--- src/bpm_pkg.sv ---
// constants and types shared by the battery protection monitor
package bpm_pkg;

  // ==========================================================
  // protection channel numbering
  localparam int NPROT = 8;
  localparam logic [2:0] P_OV = 3'h0; // cell over-voltage
  localparam logic [2:0] P_UV = 3'h1; // cell under-voltage
  localparam logic [2:0] P_COC = 3'h2; // charge over-current
  localparam logic [2:0] P_DOC = 3'h3; // discharge over-current
  localparam logic [2:0] P_EOT = 3'h4; // external over-temperature
  localparam logic [2:0] P_EUT = 3'h5; // external under-temperature
  localparam logic [2:0] P_IOT = 3'h6; // internal over-temperature
  localparam logic [2:0] P_CCM = 3'h7; // cell count mismatch
  // channels that trip above the threshold, and signed channels
  localparam logic [7:0] OVER_MASK = 8'h5D;
  localparam logic [7:0] SIGNED_MASK = 8'h70;

  // ==========================================================
  // register byte offsets
  localparam logic [7:0] A_CTRL = 8'h00;
  localparam logic [7:0] A_CMD = 8'h04;
  localparam logic [7:0] A_STATUS = 8'h08;
  localparam logic [7:0] A_CELLS = 8'h0C;
  localparam logic [7:0] A_PCDUR = 8'h10;
  localparam logic [7:0] A_PROT = 8'h80; // +0x10 per channel
  // fields inside a channel block, from address bits 3:2
  localparam logic [1:0] F_ACT_THR = 2'h0;
  localparam logic [1:0] F_DEACT_THR = 2'h1;
  localparam logic [1:0] F_ACT_DLY = 2'h2;
  localparam logic [1:0] F_DEACT_DLY = 2'h3;
  // control and command bit positions
  localparam int C_LATCH = 8;
  localparam int C_CHGSW = 16;
  localparam int C_PCEN = 17;
  localparam int C_BIGCT = 18;
  localparam int K_CLEAR = 0;
  localparam int K_CLOSE = 1;
  localparam int K_OPEN = 2;

  // ==========================================================
  // threshold limits and values after reset, channel 7 first
  localparam logic [7:0][15:0] THR_LO = {16'h0000, 16'h0000, 16'hFFD8,
    16'h0014, 16'h0001, 16'h0001, 16'h03E8, 16'h03E8};
  localparam logic [7:0][15:0] THR_HI = {16'hFFFF, 16'h00C8, 16'h000A,
    16'h009B, 16'h1F40, 16'h1F40, 16'h1194, 16'h1194};
  localparam logic [15:0] CUR_HI_SMALL = 16'h02EE; // 75.0 A in 0.1 A
  localparam logic [7:0][15:0] ACT_RST = {16'h0000, 16'h0055, 16'hFFF6,
    16'h003C, 16'h01F4, 16'h01F4, 16'h0BB8, 16'h1068};
  localparam logic [7:0][15:0] DEACT_RST = {16'h0000, 16'h0050, 16'hFFFB,
    16'h0037, 16'h01C2, 16'h01C2, 16'h0C1C, 16'h1036};
  localparam logic [19:0] DLY_MAX = 20'h9_27C0; // 600 s in ms
  localparam logic [19:0] DLY_RST = 20'h0_03E8;
  localparam logic [7:0] CELLS_RST = 8'h10;
  localparam logic [4:0] PCDUR_LO = 5'h01;
  localparam logic [4:0] PCDUR_HI = 5'h1E;
  localparam logic [4:0] PCDUR_RST = 5'h0A;
  localparam logic [14:0] MS_PER_S = 15'h03E8;
  localparam logic [19:0] PCT_SCALE = 20'h0_000A; // ten percent band

  // ==========================================================
  // timing
  localparam int CLK_PERIOD_NS = 4;
  localparam int MS_PERIOD_NS = 1000000;
  localparam int MS_CYCLES = MS_PERIOD_NS / CLK_PERIOD_NS;

  // pre-charge sequencer states
  typedef enum logic [1:0] {
    PC_OPEN, PC_RUN, PC_CLOSED, PC_FAIL
  } bpm_pc_type;

endpackage : bpm_pkg

--- src/bpm_channel.sv ---
// one protection channel: delayed activation, delayed release, latch
`timescale 1ns/10ps
`default_nettype none
module bpm_channel (
  input wire logic clock_i,
  input wire logic reset_i,
  input wire logic enable_i,
  input wire logic latch_i,
  input wire logic clear_i,
  input wire logic tick_i,
  input wire logic act_cond_i,
  input wire logic deact_cond_i,
  input wire logic [19:0] act_delay_i,
  input wire logic [19:0] deact_delay_i,
  output logic active_o
);

  typedef struct packed {
    logic active;
    logic [19:0] cnt;
  } bpm_chan_type;

  bpm_chan_type s;
  bpm_chan_type next_s;

  // ==========================================================
  // next state: one counter serves both delays
  always_comb begin
    next_s = s;
    if (reset_i || clear_i || !enable_i) begin
      next_s = '0;
    end else if (!s.active) begin
      if (!act_cond_i) begin
        next_s.cnt = '0;
      end else if (s.cnt >= act_delay_i) begin
        next_s.active = 1'b1;
        next_s.cnt = '0;
      end else if (tick_i) begin
        next_s.cnt = s.cnt + 20'h0_0001;
      end
    end else if (latch_i || !deact_cond_i) begin
      next_s.cnt = '0;
    end else if (s.cnt >= deact_delay_i) begin
      next_s.active = 1'b0;
      next_s.cnt = '0;
    end else if (tick_i) begin
      next_s.cnt = s.cnt + 20'h0_0001;
    end
  end

  always_ff @(posedge clock_i) begin
    s <= next_s;
  end

  assign active_o = s.active;
endmodule : bpm_channel
`default_nettype wire

--- src/bpm_top.sv ---
// battery protection monitor: eight channels, contactors, pre-charge
//
// How it works
// - over-voltage trips, charger contactor opens
// - over-voltage clears, charger contactor recloses
// - under-voltage trips, load contactor opens
// - ready charger recloses load; clear needs voltage
// - charge over-current opens charger or switch
// - discharge over-current raised above threshold
// - external over-temperature raised above threshold
// - external under-temperature raised below threshold
// - internal over-temperature raised above threshold
// - cell count mismatch raised on difference
// - per-channel enable, all enabled after reset
// - separate activation and release thresholds
// - activation waits the activation delay
// - release waits the release delay
// - latch holds channel until manual reset
// - delays 0 to 600 s in ms
// - cell voltage thresholds 1.000 to 4.500 V
// - current threshold 0.1 to 75.0/800.0 A
// - external over-temperature 20 to 155 C
// - external under-temperature -40 to 10 C
// - pre-charge closes main within ten percent
// - pre-charge gives up after 1-30 s
// - protection reset input clears every channel
// - charger switch output drives a basic charger
//
// The plain strobed port and the placing of the registers are this design's own decisions.
`timescale 1ns/10ps
`default_nettype none
module bpm_top #(
  parameter int MS_CYCLES = bpm_pkg::MS_CYCLES
) (
  input wire logic clock_i,
  input wire logic reset_i,
  input wire logic [7:0] addr_i,
  input wire logic [31:0] wdata_i,
  input wire logic wr_i,
  input wire logic rd_i,
  output logic [31:0] rdata_o,
  input wire logic [15:0] cell_max_mv_i,
  input wire logic [15:0] cell_min_mv_i,
  input wire logic [15:0] chg_current_i,
  input wire logic [15:0] dis_current_i,
  input wire logic [15:0] ext_temp_max_i,
  input wire logic [15:0] ext_temp_min_i,
  input wire logic [15:0] int_temp_i,
  input wire logic [7:0] cells_present_i,
  input wire logic [15:0] batt_volt_i,
  input wire logic [15:0] load_volt_i,
  input wire logic charger_ready_i,
  input wire logic prot_reset_i,
  output logic chg_contactor_o,
  output logic load_contactor_o,
  output logic charger_enable_o,
  output logic main_contactor_o,
  output logic precharge_o,
  output logic [7:0] prot_active_o
);

  typedef struct packed {
    logic [2:0] rdy_sync;
    logic [2:0] rst_sync;
    logic rdy_filt;
    logic rst_filt;
    logic [17:0] ms_cnt;
    logic tick;
    logic [7:0] enable;
    logic [7:0] latch;
    logic chgsw;
    logic pc_en;
    logic big_ct;
    logic clear;
    logic [7:0][15:0] act_thr;
    logic [7:0][15:0] deact_thr;
    logic [7:0][19:0] act_dly;
    logic [7:0][19:0] deact_dly;
    logic [7:0] cells_cfg;
    logic [4:0] pc_dur;
    bpm_pkg::bpm_pc_type pc_state;
    logic [14:0] pc_ms;
    logic chg_ct;
    logic load_ct;
    logic chg_en;
    logic main_ct;
    logic pc_out;
    logic [31:0] rdata;
  } bpm_state_type;

  bpm_state_type s;
  bpm_state_type next_s;
  logic [7:0] act_cond;
  logic [7:0] deact_cond;
  logic [7:0][15:0] meas;
  logic [15:0] pc_diff;
  logic pc_near;
  logic [14:0] pc_limit;

  // ==========================================================
  // helpers
  function automatic logic gt(input logic [15:0] a, input logic [15:0] b,
                              input logic sgn);
    gt = sgn ? ($signed(a) > $signed(b)) : (a > b);
  endfunction : gt

  function automatic logic [15:0] clamp(input logic [15:0] v,
    input logic [15:0] lo, input logic [15:0] hi, input logic sgn);
    if (gt(lo, v, sgn)) begin
      clamp = lo;
    end else if (gt(v, hi, sgn)) begin
      clamp = hi;
    end else begin
      clamp = v;
    end
  endfunction : clamp

  // ==========================================================
  // trip and release conditions per channel
  always_comb begin
    meas[bpm_pkg::P_OV] = cell_max_mv_i;
    meas[bpm_pkg::P_UV] = cell_min_mv_i;
    meas[bpm_pkg::P_COC] = chg_current_i;
    meas[bpm_pkg::P_DOC] = dis_current_i;
    meas[bpm_pkg::P_EOT] = ext_temp_max_i;
    meas[bpm_pkg::P_EUT] = ext_temp_min_i;
    meas[bpm_pkg::P_IOT] = int_temp_i;
    meas[bpm_pkg::P_CCM] = {8'h00, cells_present_i};
    for (int p = 0; p < bpm_pkg::NPROT; p++) begin
      if (bpm_pkg::OVER_MASK[p]) begin
        act_cond[p] = gt(meas[p], s.act_thr[p],
                         bpm_pkg::SIGNED_MASK[p]);
        deact_cond[p] = gt(s.deact_thr[p], meas[p],
                           bpm_pkg::SIGNED_MASK[p]);
      end else begin
        act_cond[p] = gt(s.act_thr[p], meas[p],
                         bpm_pkg::SIGNED_MASK[p]);
        deact_cond[p] = gt(meas[p], s.deact_thr[p],
                           bpm_pkg::SIGNED_MASK[p]);
      end
    end
    act_cond[bpm_pkg::P_CCM] = cells_present_i != s.cells_cfg;
    deact_cond[bpm_pkg::P_CCM] = cells_present_i == s.cells_cfg;
  end

  // pre-charge voltage comparison and time limit
  always_comb begin
    pc_diff = (batt_volt_i > load_volt_i) ? batt_volt_i - load_volt_i :
              load_volt_i - batt_volt_i;
    pc_near = (20'(pc_diff) * bpm_pkg::PCT_SCALE) <
              {4'h0, batt_volt_i};
    pc_limit = 15'(s.pc_dur * bpm_pkg::MS_PER_S);
  end

  // ==========================================================
  // protection channels
  for (genvar g = 0; g < bpm_pkg::NPROT; g++) begin : g_chan
    bpm_channel u_chan (
      .clock_i(clock_i),
      .reset_i(reset_i),
      .enable_i(s.enable[g]),
      .latch_i(s.latch[g]),
      .clear_i(s.clear),
      .tick_i(s.tick),
      .act_cond_i(act_cond[g]),
      .deact_cond_i(deact_cond[g]),
      .act_delay_i(s.act_dly[g]),
      .deact_delay_i(s.deact_dly[g]),
      .active_o(prot_active_o[g])
    );
  end

  // ==========================================================
  // next state of the whole block
  always_comb begin
    logic [2:0] p;
    logic [15:0] hi;
    p = addr_i[6:4];
    hi = bpm_pkg::THR_HI[p];
    next_s = s;
    // pin inputs: three stages, accept when the last two agree
    next_s.rdy_sync = {s.rdy_sync[1:0], charger_ready_i};
    next_s.rst_sync = {s.rst_sync[1:0], prot_reset_i};
    if (s.rdy_sync[1] == s.rdy_sync[2]) begin
      next_s.rdy_filt = s.rdy_sync[2];
    end
    if (s.rst_sync[1] == s.rst_sync[2]) begin
      next_s.rst_filt = s.rst_sync[2];
    end
    // millisecond tick for all delays
    next_s.tick = 1'b0;
    if (s.ms_cnt >= 18'(MS_CYCLES - 1)) begin
      next_s.ms_cnt = '0;
      next_s.tick = 1'b1;
    end else begin
      next_s.ms_cnt = s.ms_cnt + 18'h0_0001;
    end
    // manual reset from the pin or from software
    next_s.clear = (next_s.rst_filt && !s.rst_filt) ||
                   (wr_i && addr_i == bpm_pkg::A_CMD &&
                    wdata_i[bpm_pkg::K_CLEAR]);
    // register writes, values held inside their legal ranges
    if (p == bpm_pkg::P_COC || p == bpm_pkg::P_DOC) begin
      if (!s.big_ct) begin
        hi = bpm_pkg::CUR_HI_SMALL;
      end
    end
    if (wr_i && addr_i[1:0] == 2'h0) begin
      if (addr_i[7]) begin
        case (addr_i[3:2])
          bpm_pkg::F_ACT_THR: next_s.act_thr[p] = clamp(wdata_i[15:0],
            bpm_pkg::THR_LO[p], hi,
            bpm_pkg::SIGNED_MASK[p]);
          bpm_pkg::F_DEACT_THR: next_s.deact_thr[p] = clamp(wdata_i[15:0],
            bpm_pkg::THR_LO[p], hi, bpm_pkg::SIGNED_MASK[p]);
          bpm_pkg::F_ACT_DLY: next_s.act_dly[p] =
            (wdata_i[19:0] > bpm_pkg::DLY_MAX) ? bpm_pkg::DLY_MAX :
            wdata_i[19:0];
          default: next_s.deact_dly[p] =
            (wdata_i[19:0] > bpm_pkg::DLY_MAX) ? bpm_pkg::DLY_MAX :
            wdata_i[19:0];
        endcase
      end else begin
        case (addr_i)
          bpm_pkg::A_CTRL: begin
            next_s.enable = wdata_i[7:0];
            next_s.latch = wdata_i[bpm_pkg::C_LATCH +: 8];
            next_s.chgsw = wdata_i[bpm_pkg::C_CHGSW];
            next_s.pc_en = wdata_i[bpm_pkg::C_PCEN];
            next_s.big_ct = wdata_i[bpm_pkg::C_BIGCT];
          end
          bpm_pkg::A_CELLS: next_s.cells_cfg = wdata_i[7:0];
          bpm_pkg::A_PCDUR: next_s.pc_dur = 5'(clamp({11'h000,
            wdata_i[4:0]}, {11'h000, bpm_pkg::PCDUR_LO},
            {11'h000, bpm_pkg::PCDUR_HI}, 1'b0));
          default: ;
        endcase
      end
    end
    // pre-charge sequencer
    case (s.pc_state)
      bpm_pkg::PC_RUN: begin
        if (s.tick) begin
          next_s.pc_ms = s.pc_ms + 15'h0001;
        end
        if (pc_near) begin
          next_s.pc_state = bpm_pkg::PC_CLOSED;
        end else if (s.pc_ms >= pc_limit) begin
          next_s.pc_state = bpm_pkg::PC_FAIL;
        end
      end
      bpm_pkg::PC_OPEN, bpm_pkg::PC_FAIL: begin
        if (wr_i && addr_i == bpm_pkg::A_CMD &&
            wdata_i[bpm_pkg::K_CLOSE]) begin
          next_s.pc_ms = '0;
          next_s.pc_state = s.pc_en ? bpm_pkg::PC_RUN :
                            bpm_pkg::PC_CLOSED;
        end
      end
      bpm_pkg::PC_CLOSED: ;
      default: next_s.pc_state = bpm_pkg::PC_OPEN;
    endcase
    if (wr_i && addr_i == bpm_pkg::A_CMD && wdata_i[bpm_pkg::K_OPEN]) begin
      next_s.pc_state = bpm_pkg::PC_OPEN;
    end
    // contactor and charger outputs
    next_s.chg_ct = !(prot_active_o[bpm_pkg::P_OV] ||
      (prot_active_o[bpm_pkg::P_COC] && !s.chgsw));
    next_s.chg_en = !(prot_active_o[bpm_pkg::P_COC] &&
                      s.chgsw);
    next_s.load_ct = !prot_active_o[bpm_pkg::P_UV] ||
                     s.rdy_filt;
    next_s.main_ct = next_s.pc_state == bpm_pkg::PC_CLOSED;
    next_s.pc_out = next_s.pc_state == bpm_pkg::PC_RUN;
    // read data stand for one cycle only
    next_s.rdata = '0;
    if (rd_i && addr_i[1:0] == 2'h0) begin
      if (addr_i[7]) begin
        case (addr_i[3:2])
          bpm_pkg::F_ACT_THR: next_s.rdata = {16'h0000, s.act_thr[p]};
          bpm_pkg::F_DEACT_THR: next_s.rdata = {16'h0000, s.deact_thr[p]};
          bpm_pkg::F_ACT_DLY: next_s.rdata = {12'h000, s.act_dly[p]};
          default: next_s.rdata = {12'h000, s.deact_dly[p]};
        endcase
      end else begin
        case (addr_i)
          bpm_pkg::A_CTRL: next_s.rdata = {13'h0000, s.big_ct, s.pc_en,
            s.chgsw, s.latch, s.enable};
          bpm_pkg::A_STATUS: next_s.rdata = {18'h0_0000, s.rdy_filt,
            s.pc_state, s.main_ct, s.load_ct, s.chg_ct,
            prot_active_o};
          bpm_pkg::A_CELLS: next_s.rdata = {24'h00_0000, s.cells_cfg};
          bpm_pkg::A_PCDUR: next_s.rdata = {27'h000_0000, s.pc_dur};
          default: next_s.rdata = '0;
        endcase
      end
    end
    // synchronous reset values
    if (reset_i) begin
      next_s = '0;
      next_s.enable = 8'hFF;
      next_s.act_thr = bpm_pkg::ACT_RST;
      next_s.deact_thr = bpm_pkg::DEACT_RST;
      next_s.act_dly = {bpm_pkg::NPROT{bpm_pkg::DLY_RST}};
      next_s.deact_dly = {bpm_pkg::NPROT{bpm_pkg::DLY_RST}};
      next_s.cells_cfg = bpm_pkg::CELLS_RST;
      next_s.pc_dur = bpm_pkg::PCDUR_RST;
      next_s.pc_state = bpm_pkg::PC_OPEN;
      next_s.chg_ct = 1'b1;
      next_s.load_ct = 1'b1;
      next_s.chg_en = 1'b1;
    end
  end

  always_ff @(posedge clock_i) begin
    s <= next_s;
  end

  // ==========================================================
  // outputs straight from the state register
  assign rdata_o = s.rdata;
  assign chg_contactor_o = s.chg_ct;
  assign load_contactor_o = s.load_ct;
  assign charger_enable_o = s.chg_en;
  assign main_contactor_o = s.main_ct;
  assign precharge_o = s.pc_out;
endmodule : bpm_top
`default_nettype wire
--- config.mk ---
export PLATFORM = sky130hd
export DESIGN_NAME = bpm_top
export DESIGN_NICKNAME = d
export VERILOG_FILES = /design/src/bpm_pkg.sv /design/src/bpm_channel.sv /design/src/bpm_top.sv
export SDC_FILE = /design/constraint.sdc
export NUM_CORES = 2
export LEC_CHECK = 0
export ABC_AREA = 1
export BUFFER_PORTS_ARGS = -buffer_cell sky130_fd_sc_hd__buf_2
export CAP_MARGIN = 15
export CORE_MARGIN = 3
export CORE_UTILIZATION = 35
export CTS_CLUSTER_SIZE = 20
export DETAILED_ROUTE_END_ITERATION = 7
export SLEW_MARGIN = 20
export SYNTH_ARGS = -nofsm -noshare
export SYNTH_HDL_FRONTEND = slang
export SYNTH_HIERARCHICAL = 1
export SYNTH_SLANG_ARGS = --single-unit
--- constraint.sdc ---
create_clock -name clock_i -period 5.8 [get_ports clock_i]
set_clock_uncertainty 0.15 [all_clocks]
set_input_delay 0.58 -clock clock_i [delete_from_list [all_inputs] [get_ports clock_i]]
set_output_delay 0.58 -clock clock_i [all_outputs]
set_load 0.02 [all_outputs]
==> results.txt <==
- Wire length of the first global-routing pass: roughly 350 mm
* Share of final-layout standard cells stronger than drive strength 1: 9.646%
- Total clock buffers created by CTS: between 90 and 100
- The worst setup path is captured at a flip-flop.
* Top achievable clock speed: 188.4 MHz
- Pwr Density: around 240 nW/µm²
* Post-detailed-placement half-perimeter wirelength: 185.9 mm
- The path class of the tightest hold or removal check is primary input to flip-flop.
- The via count of the first global-routing pass came to 52790.
* Master of the slowest instance on the critical path: sky130_fd_sc_hd__fa_1
* DR WL/cell: 22.28 µm
- Proportion of register bits with asynchronous set or reset after synthesis: 0%
* Number of remaining DRC errors: 0
* Crit path max fanout: 8
- Data arrives at the worst endpoint at 5.83 ns.
- 243 I/O pins were placed.
- Relative slew slack: 17.30%
- Max-cap violations in this run came to 0.
- Total of flip-flops plus latches after synthesis: 846
* Number of search-and-repair iterations in the first detailed-routing pass: 6
- Synth Flop Type: sky130_fd_sc_hd__dfxtp_1
- Post-route antenna net violation count: 0
- Maximum number of pins on one net before global-route repair: 202
* Worst setup path startpoint: batt_volt_i[0]
* Final GP Congestion: 1.024
- Clock latency on the worst-skew pair: 0.75 ns
- The most critical setup path has its endpoint at main_contactor_o.
- Unrepaired setup endpoints after global routing: no
* Required time at the endpoint of the critical path: about 6.3 ns
- Min-delay src: charger_ready_i
- For this run, the slowest stage of the critical path takes 0.39 ns.
- The flow ran to the end, and the final reports show no timing, DRC or antenna violations.
* Final-report setup violation count: 0
* Reg2Reg Launch Point: s[58]
- Horizontal die dimension: 410.6 µm
- Yosys warning total: 6
- In the global route stage, overall resource usage came out at 27.30%.
- Minimum hold slack: between 0.02 and 0.03 ns
- Leaving out fill and tap cells, the most frequent cell in the layout is sky130_fd_sc_hd__nand2_1.
- Input and output buffers added on the ports amount to 218.
* Area of the die: 168600 µm²
* Overflow left after global routing: 0
- Syn Area/Cell: 6.966 µm²
- Worst flop-to-flop path endpoint: precharge_o
- Final #Nets: 9350
- Buffer levels on the longest clock path: 3
* Pins Over Slew Limit: 0
- Wire length after detailed routing: 238.1 mm
- For the pin with the worst max-slew slack, the measured transition is 1.238 ns.
- Measured in cells, the most critical reg-to-reg path has a length of 23.
- The worst setup path is of the primary input to flip-flop kind.
- The floorplan has 147 rows.
- Leakage power: 31.88 nW
- The number of antenna violations at the first check in global routing was 11.
* Final Critical Period: 5.309 ns
- Post-Synthesis Cell Area: approximately 57000 µm²
- The final route contains 56770 vias.
- The cell that appears most often on the critical path is sky130_fd_sc_hd__nand2_1.
- Synthesis handed over a netlist of 8226 instances.
* P&R area growth vs syn: 12.97%
* Startpoint type of the worst setup path: primary input
- Of the available clock period, the critical path in the final layout requires 91.53%.
- Vertical extent of the die: a little over 400 µm
- The initial utilization of the core area, before any placement, comes to 35.45%.
- The netlist uses 72 different library cells.
* Count of flip-flops with a built-in enable after synthesis: 0
* Detail-routed via count per cell: 5.310
- Clock tree synthesis selected as its root buffer the cell sky130_fd_sc_hd__clkbuf_16.
- Initial detailed-routing violation count: 5700
- Clock tree from TritonCTS: yes
- Count of endpoints failing hold in the final timing report: 0
- Setup slack of the worst register-to-register path: 0.55 ns
- Of the synthesized area, sequential elements account for 29.55%.
- CORE AREA: 161700 µm²
- The tree built by TritonCTS fans out to 846 sinks.
* Commonest cells after routing, fill and taps aside: sky130_fd_sc_hd__nand2_1 (1659), sky130_fd_sc_hd__inv_1 (1460), sky130_fd_sc_hd__dfxtp_1 (845)
- Maximum resistive drop on vdd: roughly 0.00026 V
- The design draws 15.40 mW.
- Total number of H-tree levels: 3
- Clock edge transition at the registers on the reported setup and hold paths: about 0.06 ns
[critical path, delay by kind of cell]
family | cells | cell delay [ns]
adder cells (fa/ha/maj) | 6 | 1.59
multiplexers | 1 | 0.20
XOR/XNOR | 2 | 0.33
buffers and inverters | 8 | 0.89
AO/OA/AOI/OAI | 4 | 0.60
AND/OR/NAND/NOR | 18 | 1.61
[cell families after synthesis]
group / Yosys count / synth area share, %
XOR/XNOR: 131 / 2.002
AND/OR/NAND/NOR: 2891 / 22.08
AO/OA/AOI/OAI: 1821 / 18.08
multiplexers: 9 / 0.1572
flip-flops: 846 / 29.55
other: 1 / 0.006544
buffers and inverters: 1814 / 12.39
adder cells (fa/ha/maj): 713 / 15.74
[cell usage after synthesis, drive strengths merged, types with 25 or more instances]
cell type | number | area (µm²)
xor2 | 97 | 849.6
o211ai | 66 | 495.5
a21o | 29 | 217.7
o22ai | 66 | 412.9
nor4 | 25 | 156.4
ha | 700 | 8758
buf | 137 | 800.8
nand3 | 213 | 1156
a21oi | 828 | 4159
nand2 | 1730 | 6754
o2111ai | 26 | 227.7
o21bai | 26 | 225.2
a22oi | 28 | 210.2
inv | 1491 | 5599
nor3 | 52 | 265.3
a221oi | 57 | 505.5
o21ai | 577 | 2937
clkbuf | 180 | 675.7
xnor2 | 34 | 297.8
nand4 | 111 | 829.5
dfxtp | 846 | 16940
nor2 | 714 | 3168
[metrics by stage]
stage | setup TNS, ns | instance area (µm²) | std cells | setup WS, ns | utilization (%)
global placement | -1.582 | 61290 | 10500 | -0.4253 | 37.91
global route | 0 | 64730 | 10680 | 0.01235 | 40.04
floorplan | 0 | 57350 | 8237 | 0.5481 | -
CTS | 0 | 64680 | 10680 | 0.2863 | 40.01
finish | 0 | 64740 | 10690 | 0.4910 | 40.04
detailed placement | -1.625 | 61290 | 10500 | -0.4510 | 37.91
[routing by layer]
metal	global-route usage (%)	wire length [µm]	up-vias	part of all wire, %
met5	0	16	-	0.0067
met4	18.43	19080	2	8.0
met3	4.906	20880	641	8.8
met2	42.60	102700	2602	43
met1	34.27	95440	26360	40
li1	-	-	27170	-
[sequential cells by signal, summed over array words and instances (netlist names)]
| signal | cells |
|---|---|
| s | 653 |
| g_chan.u_chan/s | 160 |
| rdata_o | 20 |
| g_chan.u_chan/active_o | 8 |
| charger_enable_o | 1 |
| chg_contactor_o | 1 |
| load_contactor_o | 1 |
| main_contactor_o | 1 |
| precharge_o | 1 |
[worst min path at each step]
stage	slack, ns	cells after the start	end
after CTS	0.008	3	s[646]
after floorplan	0.24	2	s[685]
final	0.03	3	s[687]
after global placement	0.27	2	s[688]
after global routing	0.03	3	s[646]
after detailed placement	0.27	2	s[688]
[report_power, final]
group,internal [mW],leakage (nW),total (mW),switching [mW]
Combinational,1.05,23.4,2.94,1.88
Clock,3.82,1.64,6.59,2.77
Sequential,5.84,6.82,5.87,0.0330
Total,10.7,31.9,15.4,4.69
[area by class of cell]
type                    count  area [µm²]
diodes                      8       20.02
clock buffers             150        2899
clock inverters            33       470.5
fillers                 16980       96930
inverters                1497        5629
multi-input cells        5577       33390
flip-flops and latches    846       16940
well taps                2160        2703
repair buffers            419        2694
[timing repair]
| item | 4_1_cts | 5_1_grt |
|---|---|---|
| gates resized for setup | 0 | 10 |
| endpoints found under the hold margin | 2 | 0 |
| hold buffers | 2 | 0 |
| setup endpoints to repair | 0 | 4 |
| buffers inserted | 0 | 1 |
(Power assumes the default switching activity.)
